### config.mk
export PLATFORM = sky130hd
export DESIGN_NAME = buck_rail_config_regs
export DESIGN_NICKNAME = d
export VERILOG_FILES = /design/src/buck_rail_pkg.sv /design/src/buck_rail_config_regs.sv
export VERILOG_INCLUDE_DIRS = /design/src
export SDC_FILE = /design/constraint.sdc
export NUM_CORES = 1
export LEC_CHECK = 0
export ABC_AREA = 1
export BUFFER_PORTS_ARGS = -buffer_cell sky130_fd_sc_hd__buf_2
export CAP_MARGIN = 10
export CORE_MARGIN = 3
export CORE_UTILIZATION = 56
export CTS_CLUSTER_SIZE = 40
export DETAILED_ROUTE_END_ITERATION = 8
export HOLD_SLACK_MARGIN = 0.1
export PLACE_DENSITY_LB_ADDON = 0.15
export SYNTH_ARGS = -nofsm -noshare
export SYNTH_HDL_FRONTEND = slang
export SYNTH_SLANG_ARGS = --single-unit
### constraint.sdc
create_clock -name clock -period 7.3 [get_ports clock]
set_input_delay 1.46 -clock clock [delete_from_list [all_inputs] [get_ports clock]]
set_output_delay 1.46 -clock clock [all_outputs]
set_load 0.005 [all_outputs]
### src/buck_rail_defs.svh
// Offsets, field positions, reset values and timing for the buck rail register bank
`ifndef BUCK_RAIL_DEFS_SVH
`define BUCK_RAIL_DEFS_SVH
// Register indices as printed; byte address is four times the index
`define IDX_PAD0 32'h5000_0094
`define IDX_PAD1 32'h5000_0096
`define IDX_RET0 32'h5000_0098
`define IDX_RET1 32'h5000_009A
`define IDX_TRIM 32'h0500_009C
`define IDX_TST0 32'h5000_009E
`define IDX_TST1 32'h5000_00A0
`define RST_PAD0 16'hE3E4
`define RST_PAD1 16'hBC90
`define RST_RET0 16'hAAA6
`define RST_RET1 16'hAA46
`define RST_ZERO 16'h0000
`define MSK_FULL 16'hFFFF
`define MSK_TRIM 16'h3FFF
`define MSK_TST1 16'h1FF0
`define TOP_BIT 15
`define NEXT_BIT 14
`define LVL_MSB 14
`define LVL_LSB 10
`define MID_MSB 9
`define MID_LSB 5
`define LOW_MSB 4
`define LOW_LSB 0
`define MAXLV_MSB 13
`define MAXLV_LSB 10
`define CNT_HI_MSB 15
`define CNT_HI_LSB 13
`define LIM_HI_MSB 12
`define LIM_HI_LSB 8
`define CNT_LO_MSB 7
`define CNT_LO_LSB 5
`define PSEL_BIT 13
`define PCODE_MSB 12
`define PCODE_LSB 7
`define NSEL_BIT 6
`define NCODE_MSB 5
`define NCODE_LSB 0
`define MON_MSB 13
`define MON_LSB 11
`define PRB_MSB 10
`define PRB_LSB 8
`define FRC_MSB 7
`define FRC_LSB 0
`define CLKV_MSB 12
`define CLKV_LSB 9
`define TCUR_MSB 8
`define TCUR_LSB 4
`define ADAPT_RST 5'h04
`define IDLE_STEP_NS 125
`define CLK_PERIOD_NS 10
`define RESP_OKAY 2'h0
`define RESP_SLVERR 2'h2
`endif

### src/buck_rail_pkg.sv
// Types shared by the buck rail register bank
package buck_rail_pkg;
  typedef struct packed {
    logic quick_ramp;
    logic [4:0] level;
    logic [4:0] high_batt_max_limit;
    logic [4:0] min_limit;
  } pad_cfg_s;
  typedef struct packed {
    logic [3:0][2:0] charge_count;
    logic [3:0][4:0] limit;
  } sleep_cfg_s;
  typedef struct packed {
    logic high_side_manual;
    logic [5:0] high_side_code;
    logic low_side_manual;
    logic [5:0] low_side_code;
  } trim_cfg_s;
  typedef enum logic [2:0] {
    ST_BUSY = 3'b001,
    ST_IDLE = 3'b010,
    ST_ADJ = 3'b100
  } adapt_state_e;
endpackage : buck_rail_pkg

### src/buck_rail_config_regs.sv
// Buck converter rail configuration bank with AXI4-Lite access and pad rail limit adaptation
// Notes on behaviour
// - Bit 15 selects quick current ramping, resets 1
// - High-battery maximum limit field, reset 0x1F
// - Minimum limit field, reset 0x4
// - Rail enables per battery mode, bits 15/14
// - Low-battery maximum limit field, reset 0xF
// - Idle beyond floor plus hysteresis lowers limit
// - Idle shorter than floor raises the limit
// - Sleep charge counts, three bits per rail
// - Sleep current limits, five bits per rail
// - High-side trim: automatic or manual select
// - High-side manual trim code, sign-magnitude
// - Low-side trim: automatic or manual select
// - Low-side manual trim code, sign-magnitude
// - Forced comparator clocks replace automatic ones
// - Forced current replaces the adaptive limit
// - Monitor select decodes one rail or none
// - Probe select decodes one source or none
// - Test bits force the switch outputs
// - Four forced comparator clock values
// - Test current value used when forced
//
// Register access over AXI4-Lite is this design's own decision.
`include "buck_rail_defs.svh"
`timescale 1ns/1ps
`default_nettype none
module buck_rail_config_regs #(
  parameter int ADDR_W = 12
) (
  input wire logic clock,
  input wire logic rst_n,
  input wire logic [ADDR_W-1:0] awaddr,
  input wire logic awvalid,
  output logic awready,
  input wire logic [31:0] wdata,
  input wire logic [3:0] wstrb,
  input wire logic wvalid,
  output logic wready,
  output logic [1:0] bresp,
  output logic bvalid,
  input wire logic bready,
  input wire logic [ADDR_W-1:0] araddr,
  input wire logic arvalid,
  output logic arready,
  output logic [31:0] rdata,
  output logic [1:0] rresp,
  output logic rvalid,
  input wire logic rready,
  input wire logic batt_low_pin,
  input wire logic conv_idle_pin,
  input wire logic [3:0] comp_clk_auto,
  input wire logic [5:0] high_side_trim_auto,
  input wire logic [5:0] low_side_trim_auto,
  output buck_rail_pkg::pad_cfg_s pad_cfg,
  output logic pad_rail_on,
  output logic [4:0] active_current_limit,
  output logic [3:0] comp_clk,
  output buck_rail_pkg::sleep_cfg_s sleep_cfg,
  output buck_rail_pkg::trim_cfg_s trim_cfg,
  output logic [3:0] adc_monitor_select,
  output logic [2:0] analog_probe_select,
  output logic [7:0] switch_force
);
  localparam int NREG = 7;
  localparam int STEP_CYC_I = (`IDLE_STEP_NS + `CLK_PERIOD_NS - 1) / `CLK_PERIOD_NS;
  localparam logic [3:0] STEP_CYC = 4'(STEP_CYC_I < 1 ? 1 : STEP_CYC_I);
  localparam logic [31:0] IDX [NREG] = '{`IDX_PAD0, `IDX_PAD1, `IDX_RET0, `IDX_RET1,
                                         `IDX_TRIM, `IDX_TST0, `IDX_TST1};
  localparam logic [15:0] RST [NREG] = '{`RST_PAD0, `RST_PAD1, `RST_RET0, `RST_RET1,
                                         `RST_ZERO, `RST_ZERO, `RST_ZERO};
  localparam logic [15:0] MSK [NREG] = '{`MSK_FULL, `MSK_FULL, `MSK_FULL, `MSK_FULL,
                                         `MSK_TRIM, `MSK_FULL, `MSK_TST1};

  logic [15:0] regs_r [NREG];
  logic aw_free_r;
  logic w_free_r;
  logic [ADDR_W-1:0] aw_addr_r;
  logic [15:0] w_data_r;
  logic [1:0] w_be_r;

  // Write channel: address and data are taken independently and held
  wire aw_take = awvalid & aw_free_r;
  wire w_take = wvalid & w_free_r;
  wire do_write = ~aw_free_r & ~w_free_r & ~bvalid;
  wire b_done = bvalid & bready;
  wire ar_take = arvalid & arready;
  wire r_done = rvalid & rready;
  wire [15:0] be_mask = {{8{w_be_r[1]}}, {8{w_be_r[0]}}};

  logic [NREG-1:0] wr_hit;
  logic [NREG-1:0] rd_hit;
  logic [15:0] rd_terms [NREG];
  logic [15:0] rd_word;

  genvar g;
  generate
    for (g = 0; g < NREG; g++)
    begin : g_reg
      assign wr_hit[g] = aw_addr_r[ADDR_W-1:2] == IDX[g][ADDR_W-3:0];
      assign rd_hit[g] = araddr[ADDR_W-1:2] == IDX[g][ADDR_W-3:0];
      assign rd_terms[g] = rd_hit[g] ? (regs_r[g] & MSK[g]) : 16'h0000;
      always_ff @(posedge clock)
      begin
        if (!rst_n)
          regs_r[g] <= RST[g];
        else if (do_write && wr_hit[g])
          regs_r[g] <= ((regs_r[g] & ~be_mask) | (w_data_r & be_mask)) & MSK[g];
      end
    end
  endgenerate

  always_comb
  begin
    rd_word = 16'h0000;
    for (int k = 0; k < NREG; k++)
      rd_word = rd_word | rd_terms[k];
  end

  wire wr_mapped = |wr_hit;
  wire rd_mapped = |rd_hit;

  always_ff @(posedge clock)
  begin
    if (!rst_n)
    begin
      aw_free_r <= 1'b1;
      w_free_r <= 1'b1;
      aw_addr_r <= '0;
      w_data_r <= 16'h0000;
      w_be_r <= 2'h0;
      bvalid <= 1'b0;
      bresp <= `RESP_OKAY;
    end
    else
    begin
      if (aw_take)
      begin
        aw_free_r <= 1'b0;
        aw_addr_r <= awaddr;
      end
      if (w_take)
      begin
        w_free_r <= 1'b0;
        w_data_r <= wdata[15:0];
        w_be_r <= wstrb[1:0];
      end
      if (do_write)
      begin
        bvalid <= 1'b1;
        bresp <= wr_mapped ? `RESP_OKAY : `RESP_SLVERR;
      end
      if (b_done)
      begin
        bvalid <= 1'b0;
        aw_free_r <= 1'b1;
        w_free_r <= 1'b1;
      end
    end
  end

  assign awready = aw_free_r;
  assign wready = w_free_r;

  always_ff @(posedge clock)
  begin
    if (!rst_n)
    begin
      arready <= 1'b1;
      rvalid <= 1'b0;
      rdata <= 32'h0000_0000;
      rresp <= `RESP_OKAY;
    end
    else if (ar_take)
    begin
      arready <= 1'b0;
      rvalid <= 1'b1;
      rdata <= {16'h0000, rd_word};
      rresp <= rd_mapped ? `RESP_OKAY : `RESP_SLVERR;
    end
    else if (r_done)
    begin
      rvalid <= 1'b0;
      arready <= 1'b1;
    end
  end

  // Field views
  wire [15:0] pad0 = regs_r[0];
  wire [15:0] pad1 = regs_r[1];
  wire [15:0] ret0 = regs_r[2];
  wire [15:0] ret1 = regs_r[3];
  wire [15:0] trim = regs_r[4];
  wire [15:0] tst0 = regs_r[5];
  wire [15:0] tst1 = regs_r[6];
  wire quick_ramp = pad0[`TOP_BIT];
  wire [4:0] max_hv = pad0[`MID_MSB:`MID_LSB];
  wire [4:0] min_lim = pad0[`LOW_MSB:`LOW_LSB];
  wire [4:0] max_lv = {1'b0, pad1[`MAXLV_MSB:`MAXLV_LSB]};
  wire [4:0] hyst = pad1[`MID_MSB:`MID_LSB];
  wire [4:0] floor_t = pad1[`LOW_MSB:`LOW_LSB];
  wire force_clk = tst0[`TOP_BIT];
  wire force_cur = tst0[`NEXT_BIT];
  wire [2:0] mon = tst0[`MON_MSB:`MON_LSB];
  wire [2:0] prb = tst0[`PRB_MSB:`PRB_LSB];
  wire [3:0] clk_vals = tst1[`CLKV_MSB:`CLKV_LSB];
  wire [4:0] test_cur = tst1[`TCUR_MSB:`TCUR_LSB];

  // Configuration outputs come straight from the register flops
  assign pad_cfg.quick_ramp = quick_ramp;
  assign pad_cfg.level = pad0[`LVL_MSB:`LVL_LSB];
  assign pad_cfg.high_batt_max_limit = max_hv;
  assign pad_cfg.min_limit = min_lim;
  // Order of rails: 3 pad, 2 core, 1 main 1.8 V, 0 rail 1.4 V
  assign sleep_cfg.charge_count = {ret0[`CNT_HI_MSB:`CNT_HI_LSB], ret0[`CNT_LO_MSB:`CNT_LO_LSB],
                                   ret1[`CNT_HI_MSB:`CNT_HI_LSB], ret1[`CNT_LO_MSB:`CNT_LO_LSB]};
  assign sleep_cfg.limit = {ret0[`LIM_HI_MSB:`LIM_HI_LSB], ret0[`LOW_MSB:`LOW_LSB],
                            ret1[`LIM_HI_MSB:`LIM_HI_LSB], ret1[`LOW_MSB:`LOW_LSB]};

  // Pins from the analog side: three flops, value moves once stages two and three agree
  logic [1:0] sy1_r;
  logic [1:0] sy2_r;
  logic [1:0] sy3_r;
  logic [1:0] pin_r;
  wire [1:0] pin_nxt = (sy2_r & sy3_r) | (pin_r & (sy2_r ^ sy3_r));
  always_ff @(posedge clock)
  begin
    if (!rst_n)
    begin
      sy1_r <= 2'h0;
      sy2_r <= 2'h0;
      sy3_r <= 2'h0;
      pin_r <= 2'h0;
    end
    else
    begin
      sy1_r <= {batt_low_pin, conv_idle_pin};
      sy2_r <= sy1_r;
      sy3_r <= sy2_r;
      pin_r <= pin_nxt;
    end
  end
  wire batt_low = pin_r[1];
  wire idle_now = pin_r[0];

  // Idle-time measurement in 130 ns ticks (125 ns rounded up to 13 cycles of 10 ns), saturating
  buck_rail_pkg::adapt_state_e st_r;
  buck_rail_pkg::adapt_state_e st_nxt;
  logic [3:0] div_r;
  logic [5:0] ticks_r;
  logic [4:0] adapt_r;
  wire tick = div_r == STEP_CYC - 4'h1;
  wire [5:0] idle_max = {1'b0, floor_t} + {1'b0, hyst};
  wire [4:0] hi_lim = batt_low ? max_lv : max_hv;
  wire too_short = ticks_r < {1'b0, floor_t};
  wire too_long = ticks_r > idle_max;
  wire [5:0] step = quick_ramp ? 6'h02 : 6'h01;
  wire [5:0] up_val = {1'b0, adapt_r} + step;
  wire [5:0] dn_val = ({1'b0, adapt_r} > step) ? {1'b0, adapt_r} - step : 6'h00;
  wire [5:0] raw = (st_r == buck_rail_pkg::ST_ADJ && too_short) ? up_val :
                   (st_r == buck_rail_pkg::ST_ADJ && too_long) ? dn_val : {1'b0, adapt_r};
  // Upper bound wins if software sets minimum above maximum
  wire [5:0] lo_clamp = raw < {1'b0, min_lim} ? {1'b0, min_lim} : raw;
  wire [4:0] adapt_nxt = lo_clamp > {1'b0, hi_lim} ? hi_lim : lo_clamp[4:0];

  always_comb
  begin
    st_nxt = st_r;
    unique case (st_r)
      buck_rail_pkg::ST_BUSY: if (idle_now) st_nxt = buck_rail_pkg::ST_IDLE;
      buck_rail_pkg::ST_IDLE: if (!idle_now) st_nxt = buck_rail_pkg::ST_ADJ;
      buck_rail_pkg::ST_ADJ: st_nxt = buck_rail_pkg::ST_BUSY;
      default: st_nxt = buck_rail_pkg::ST_BUSY;
    endcase
  end

  always_ff @(posedge clock)
  begin
    if (!rst_n)
    begin
      st_r <= buck_rail_pkg::ST_BUSY;
      div_r <= 4'h0;
      ticks_r <= 6'h00;
      adapt_r <= `ADAPT_RST;
    end
    else
    begin
      st_r <= st_nxt;
      adapt_r <= adapt_nxt;
      if (st_r != buck_rail_pkg::ST_IDLE)
      begin
        div_r <= 4'h0;
        if (st_r == buck_rail_pkg::ST_BUSY)
          ticks_r <= 6'h00;
      end
      else
      begin
        div_r <= tick ? 4'h0 : div_r + 4'h1;
        if (tick && ticks_r != 6'h3F)
          ticks_r <= ticks_r + 6'h01;
      end
    end
  end

  // Effective outputs, registered
  wire [3:0] mon_dec = (mon == 3'h1) ? 4'h1 : (mon == 3'h2) ? 4'h2 :
                       (mon == 3'h3) ? 4'h4 : (mon == 3'h4) ? 4'h8 : 4'h0;
  wire [2:0] prb_dec = (prb == 3'h1) ? 3'h1 : (prb == 3'h2) ? 3'h2 :
                       (prb == 3'h3) ? 3'h4 : 3'h0;
  always_ff @(posedge clock)
  begin
    if (!rst_n)
    begin
      pad_rail_on <= 1'b0;
      active_current_limit <= `ADAPT_RST;
      comp_clk <= 4'h0;
      trim_cfg <= '0;
      adc_monitor_select <= 4'h0;
      analog_probe_select <= 3'h0;
      switch_force <= 8'h00;
    end
    else
    begin
      pad_rail_on <= batt_low ? pad1[`NEXT_BIT] : pad1[`TOP_BIT];
      active_current_limit <= force_cur ? test_cur : adapt_r;
      comp_clk <= force_clk ? clk_vals : comp_clk_auto;
      trim_cfg.high_side_manual <= trim[`PSEL_BIT];
      trim_cfg.high_side_code <= trim[`PSEL_BIT] ? trim[`PCODE_MSB:`PCODE_LSB] : high_side_trim_auto;
      trim_cfg.low_side_manual <= trim[`NSEL_BIT];
      trim_cfg.low_side_code <= trim[`NSEL_BIT] ? trim[`NCODE_MSB:`NCODE_LSB] : low_side_trim_auto;
      adc_monitor_select <= mon_dec;
      analog_probe_select <= prb_dec;
      switch_force <= tst0[`FRC_MSB:`FRC_LSB];
    end
  end
endmodule : buck_rail_config_regs
`default_nettype wire

==> impl_metrics.toml, run 1 <==
[outcome]
outcome = "complete, no violations"

[routing]
route.vias.total = 9257
post_drt_wl_per_cell_um = 19.94
first_pass_iters = 6
ant_nets = 0
via_per_inst = 5.778
first_iter_violations = 1362
drt_wl_total_um = 31950
route.detailed.drc = 0

[critical_path]
path_class = "flop to flop"
endpoint_kind = "flop"
cpMostUsedCell = "inv_1"
critPathMaxStageDelay_ps = 430
required_ps = 7750
r2r-start = "regs_r[1][0]"
regToRegEndpoint = "adapt_r[4]"
r2r.worst_path.cells = 33
slowest_stage = "edfxtp_1"
arrival_ps = 5670
r2r_slack_ps = 2080
cp-start-kind = "flop"
cp_max_fo = 7

[sta]
period_minus_slack_ps = 5221
final.setup.tns_ps = 0
fmax_ghz = 0.1915
slew_headroom = 0.2267
worst_clock_skew_ps = 9.933
finalHoldViolations = 0
fin_crit_sh = 0.7152
finalSetupViolations = 0
rsz0062_at_grt = "no"
tightest_slew_ps = 1156
finalMaxSlewViolations = 0

[worst_hold_path]
hold_path_depth = 2
worstHoldStart = "sy1_r[0]"
hold_end = "sy2_r[0]"
min_path_type = "flop to flop"

[synthesis]
postSynthAreaPerCell_um2 = 8.769
synth-compound-area-share = 0.1704
yosys-top-cells-count = "177 x nor2_1, 150 x a21oi_1, 144 x inv_1"
synthCells = 1196
synth_adder_area_share = 0.04510
async_flop_share = 0
yosysTopAreaCell = "edfxtp_1"
synthXorXnorAreaFrac = 0.005846
synth_seq_cells = 219
synthSimpleGateAreaFrac = 0.1738
ys_seq_area_frac = 0.5163
synth_top_area_frac = 0.2949
synth_edf_count = 103
synthFlopType = "dfxtp_1"
muxShareOfSynthArea = 0
ys_warn_count = 0
netlist_area_um2 = 10490
synth_top_family_by_area = "simple AND/OR/NAND/NOR gates"
synth.area.top_cells = "edfxtp_1 29%, dfxtp_1 22%, a21oi_1 7.2%, nor2_1 6.3%, inv_1 5.2%"
synth_cell_types = 57
synth.most_common_cell = "nor2_1"

[placed_design]
place_area_um2 = 11420
io_buffers = 172
routabilityCongestion = 0.9296
hpwl_um = 22780

[power_and_ir_drop]
power_mw = 2.760
leakagePower_nw = 5.435
ir_drop_v = 0.0001585
p_sw_frac = 0.2493
p_sw_mw = 0.6880
seq_power_share = 0.499
p_int_mw = 2.072
p_clk_frac = 0.413
p_comb_frac = 0.089
power-per-cell-area_nw_per_um2 = 227.2

[clock_network]
hold_buffers = 0
root_buffer = "clkbuf_16"
cts_tree = "built"
clock_path_buffers = 3
cts.sinks = 219
clk_pin_slew_worst_paths_ps = 60
numCtsBuffers = 23
ctsResizeCount = 0
cts_setup_buffers = 0
clock_latency_ps = 510
htree_num_levels = 1

[layout]
area_growth_pct = 15.83
final_core_utilization = 0.6671
final_area_um2 = 12150
drive_above_1_share = 0.1946
finish.net_count = 1476

[floorplanning]
die_y_um = 142.9
start_util = 0.5760
core.rowCount = 49
dieArea_um2 = 20410
core_area_um2 = 18210
die_w_um = 142.9
pin_count = 213

[global_routing]
grt_overflow_total = 0
track_usage = 0.3072
grt_pass1_wl_um = 48030
grt_pass1_vias = 8466
grt_max_degree = 55
antenna_found_initial = 0

[flow_run]
drv_cap = 0
==> how the worst max path moves through the flow <==
stage	cells past startpoint	from	end	slack [ps]
6_report	33	regs_r[1][0]	adapt_r[4]	2080
5_1_grt	33	regs_r[1][0]	adapt_r[0]	1400
4_1_cts	33	regs_r[1][0]	adapt_r[4]	2060
3_5_place_dp	33	regs_r[1][0]	adapt_r[4]	2090
3_3_place_gp	33	regs_r[1][0]	adapt_r[4]	2170
2_1_floorplan	33	regs_r[1][0]	adapt_r[0]	2810
==> cell families after synthesis <==
group | after synthesis
DFF | 219
other | 1
xor gates and xnor gates | 7
AOI/OAI and AO/OA | 316
and+or+nand+nor | 396
adders and majority gates | 36
buffers and inverters | 221
==> layout by cell type (no fill, tap or decap), types with 6 or more instances in the layout <==
cell type,Yosys,layout
a21oi_1,150,150
a221oi_1,21,21
buf_2,4,172
buf_4,21,6
clkbuf_16,0,23
clkinv_2,1,7
conb_1,1,18
dfxtp_1,116,116
edfxtp_1,103,103
ha_1,33,33
inv_1,144,144
inv_2,12,12
nand2_1,137,137
nand2_2,6,6
nand3_1,24,24
nand3_2,7,7
nand4_1,6,6
nor2_1,177,177
nor2_4,6,6
nor4_1,7,7
o211ai_1,20,20
o21ai_0,92,91
o22ai_1,10,10
==> routing by layer <==
layer / wire (um) / global-route usage / part of all wire / vias to the layer above
li1: - / - / - / 4342
met1: 12560 / 0.4211 / 0.39 / 4208
met2: 14120 / 0.4763 / 0.44 / 601
met3: 3801 / 0.06932 / 0.12 / 106
met4: 1469 / 0.1231 / 0.046 / 0
met5: 0 / 0 / 0 / -
==> stage by stage <==
step | hold WS, ps | worst slack [ps] | cells
6_report | 411.8 | 2079 | 1602
3_5_place_dp | 399.0 | 2091 | 1558
3_3_place_gp | 392.2 | 2168 | 1558
2_1_floorplan | 390.5 | 2813 | 1213
4_1_cts | 413.5 | 2063 | 1600
5_1_grt | 433.6 | 1401 | 1601
==> layout make-up <==
type,instances,area (um2)
Multi-Input combinational cell,773,4212
Clock buffer,28,594.3
Antenna cell,1,2.502
Clock inverter,14,127.6
Timing Repair Buffer,178,905.9
Tap cell,229,286.5
Fill cell,1539,6061
Sequential cell,219,5415
Inverter,160,604.3
==> registers in the layout, indices dropped and copies added, names as in the netlist, 5 cells and up <==
| signal | count |
|---|---|
| active_current_limit | 5 |
| w_data_r | 16 |
| switch_force | 8 |
| trim_cfg | 14 |
| adapt_r | 5 |
| regs_r | 103 |
| ticks_r | 6 |
| aw_addr_r | 10 |
| rdata | 16 |
==> worst max-delay path: cells and delay by family, from the launching register on <==
| family | cells | cell delay [ps] |
|---|---|---|
| AO/OA/AOI/OAI | 9 | 1450 |
| adder cells (fa/ha/maj) | 5 | 1340 |
| AND/OR/NAND/NOR | 12 | 1340 |
| flip-flops | 1 | 430 |
| buffers and inverters | 5 | 380 |
| XOR/XNOR | 2 | 250 |
==> power by group through the flow <==
stage                     Sequential (mW)  Combinational, mW  Clock [mW]
after global placement               1.40              0.235           0
after global routing                 1.38              0.274        1.19
final                                1.38              0.244        1.14
after detailed placement             1.40              0.239           0
after CTS                            1.38              0.241        1.15
after floorplan                      1.39              0.162           0
Power figures use the tool's default switching activity.
==> run 2: changes to the inputs <==
--- a/config.mk
+++ b/config.mk
@@ -6,11 +6,11 @@
 export SDC_FILE = /design/constraint.sdc
 export NUM_CORES = 1
 export LEC_CHECK = 0
-export ABC_AREA = 1
+export ABC_AREA = 0
 export BUFFER_PORTS_ARGS = -buffer_cell sky130_fd_sc_hd__buf_2
 export CAP_MARGIN = 10
 export CORE_MARGIN = 3
-export CORE_UTILIZATION = 56
+export CORE_UTILIZATION = 50
 export CTS_CLUSTER_SIZE = 40
 export DETAILED_ROUTE_END_ITERATION = 8
 export HOLD_SLACK_MARGIN = 0.1
==> constraint.sdc (replaced) <==
create_clock -name clock -period 4.8 [get_ports clock]
set_input_delay 0.96 -clock clock [delete_from_list [all_inputs] [get_ports clock]]
set_output_delay 0.96 -clock clock [all_outputs]
set_load 0.005 [all_outputs]
==> run 2 against run 1 <==
  * The run now ends with negative setup slack left
  * First-iteration DRC count is 15% lower
  * Clock power is 50% higher
  * Register-to-register slack worse by 2900 ps
  * Global-route usage is 3.2 points lower
  * Sequential cell count stayed put
  * Utilization is 3.7 points lower
  * Critical endpoint is now adapt_r[2]
  * Largest power group unchanged
==> impl_metrics.toml, run 2 <==
[outcome]
outcome = "finished with violations"
violations = "negative setup slack"

[clock_network]
htree_num_levels = 1
root_buffer = "clkbuf_16"
numCtsBuffers = 24
cts_tree = "built"
clock_latency_ps = 510
cts.sinks = 219
hold_buffers = 0
clk_pin_slew_worst_paths_ps = 60
clock_path_buffers = 3

[sta]
final.setup.tns_ps = -3590
finalSetupViolations = 5
finalMaxSlewViolations = 0
period_minus_slack_ps = 5598
tightest_slew_ps = 1155
worst_clock_skew_ps = 7.582
worst_hold_slack_ps = 441.3
slew_headroom = 0.2274
fmax_ghz = 0.1786
fin_crit_sh = 1.166
finalHoldViolations = 0
fin_ws_ps = -798.3
rsz0062_at_grt = "yes"

[worst_hold_path]
hold_end = "sy2_r[0]"
hold_path_depth = 1
worstHoldStart = "sy1_r[0]"
min_path_type = "flop to flop"

[critical_path]
crit_family = "compound AO/OA/AOI/OAI gates"
cp-start-kind = "flop"
regToRegEndpoint = "adapt_r[2]"
path_class = "flop to flop"
endpoint_kind = "flop"
r2r_slack_ps = -800
r2r-start = "regs_r[1][5]"
cp_max_fo = 4
cp_num_buf_inv = 2
required_ps = 5180
slowest_stage = "edfxtp_1"
critPathMaxStageDelay_ps = 370
r2r.worst_path.cells = 27
arrival_ps = 5980

[power_and_ir_drop]
power-per-cell-area_nw_per_um2 = 323.0
p_clk_frac = 0.409
p_sw_frac = 0.2430
seq_power_share = 0.499
p_sw_mw = 1.013
leakagePower_nw = 5.146
p_int_mw = 3.155
ir_drop_v = 0.0002092
p_comb_frac = 0.092

[routing]
post_drt_wl_per_cell_um = 20.82
ant_nets = 0
via_per_inst = 5.834
route.detailed.drc = 0
route.vias.total = 9090
first_iter_violations = 1155
first_pass_iters = 6
drt_wl_total_um = 32440

[synthesis]
async_flop_share = 0
ys_seq_area_frac = 0.5130
ys_warn_count = 0
netlist_area_um2 = 10560
synthFlopType = "dfxtp_1"
synth_top_area_frac = 0.2930
yosysTopAreaCell = "edfxtp_1"
synth.area.top_cells = "edfxtp_1 29%, dfxtp_1 22%, nand2b_1 6.3%, a21oi_1 6.2%, ha_1 3.9%"
synth_cell_types = 73
postSynthAreaPerCell_um2 = 9.930
synthCells = 1063
yosys-top-cells-count = "131 x a21oi_1, 116 x dfxtp_1, 106 x nand2b_1"
synth_seq_cells = 219
synth.most_common_cell = "a21oi_1"
synth_edf_count = 103

[layout]
largest_register = "regs_r"
layout_commonest_cell = "buf_2"
final_cell_mix = "172 x buf_2, 124 x a21oi_1, 115 x dfxtp_1"
diodes = 0
area_growth_pct = 22.26
top_regs = "regs_r: 103 flops, rdata: 16 flops, w_data_r: 16 flops"
finish.net_count = 1391
final_area_um2 = 12900
largest_register_ffs = 103
drive_above_1_share = 0.2539
final_core_utilization = 0.6297
stdcell_count = 1558

[placed_design]
hpwl_um = 22490
io_buffers = 172
dp.cells = 1509
place_area_um2 = 11980
routabilityCongestion = 0.8569

[global_routing]
grt_pass1_wl_um = 48590
antenna_found_initial = 0
grt_max_degree = 61
grt_pass1_vias = 8561
track_usage = 0.2754
grt_overflow_total = 0

[floorplanning]
dieArea_um2 = 22890
die_w_um = 151.3
core.rowCount = 52
pin_count = 213
start_util = 0.5150
core_area_um2 = 20490
die_y_um = 151.3

[flow_run]
drv_cap = 0
run 2: power by group through the flow:
stage          Clock (mW)  Sequential (mW)  Combinational [mW]
2_1_floorplan           0             2.10               0.232
3_3_place_gp            0             2.12               0.353
3_5_place_dp            0             2.12               0.359
4_1_cts              1.72             2.08               0.366
5_1_grt              1.80             2.09               0.422
6_report             1.71             2.08               0.382
run 2: what timing repair did:
action / 4_1_cts / 5_1_grt
endpoints found under the setup margin: 5 / 5
gates resized for setup: 11 / 21
pin swaps: 17 / 20
buffers inserted: 4 / 2
run 2: kinds of logic (layout without fill, tap and decap cells):
family / count (synthesis) / count (layout) / synth area share
AND/OR/NAND/NOR: 385 / 385 / 0.1903
AO/OA/AOI/OAI: 271 / 271 / 0.1580
flip-flops: 219 / 219 / 0.5130
buffers and inverters: 99 / 307 / 0.04279
multiplexers: 42 / 42 / 0.04244
adder cells (fa/ha/maj): 36 / 36 / 0.04481
XOR/XNOR: 10 / 10 / 0.008298
other: 1 / 18 / 0.0003553
run 2: routing by layer:
metal	GRT usage	wire [um]
met1	0.3897	13230
met2	0.4248	14640
met4	0.09157	1007
met3	0.05446	3556
met5	0	0
run 2: worst max path at each step:
stage	from	to	slack [ps]	cells after the start
final	regs_r[1][5]	adapt_r[2]	-800	27
after floorplan	regs_r[1][0]	adapt_r[2]	-620	28
after detailed placement	regs_r[1][0]	adapt_r[1]	-790	26
after CTS	regs_r[1][5]	adapt_r[1]	-730	27
after global routing	regs_r[1][5]	adapt_r[2]	-1010	27
after global placement	regs_r[1][0]	adapt_r[1]	-680	26
run 2: cell type report:
cell class,count,area (um2)
Clock inverter,12,58.81
Multi-Input combinational cell,762,4980
Clock buffer,32,661.9
Sequential cell,219,5416
Timing Repair Buffer,237,1353
Tap cell,270,337.8
Fill cell,1779,7590
Inverter,26,97.59
run 2: worst reg2reg max path, cell delays in order, from the launching register on:
cell and delay [ps]:
edfxtp_1 370, ha_2 200, inv_2 40, fa_2 340
inv_2 50, a21o_1 120, a21oi_2 60, xor2_1 160
ha_1 320, nand3_2 80, a21o_1 190, a211o_1 280
o311a_1 370, a21oi_2 140, ha_1 270, a21o_1 200
a21oi_2 120, o311a_1 210, and2_4 190, mux2_4 320
ha_4 290, and3_4 180, a31oi_2 100, o31ai_4 100
o311ai_4 190, or3_4 360, o221ai_2 190, a41oi_2 50
run 2: metrics by stage:
| step | setup WS [ps] | total power [mW] |
|---|---|---|
| finish | -798.3 | 4.168 |
| global route | -1007 | 4.305 |
| floorplan | -619.4 | 2.328 |
| global placement | -675.4 | 2.468 |
| detailed placement | -794.6 | 2.477 |
| CTS | -730.8 | 4.169 |
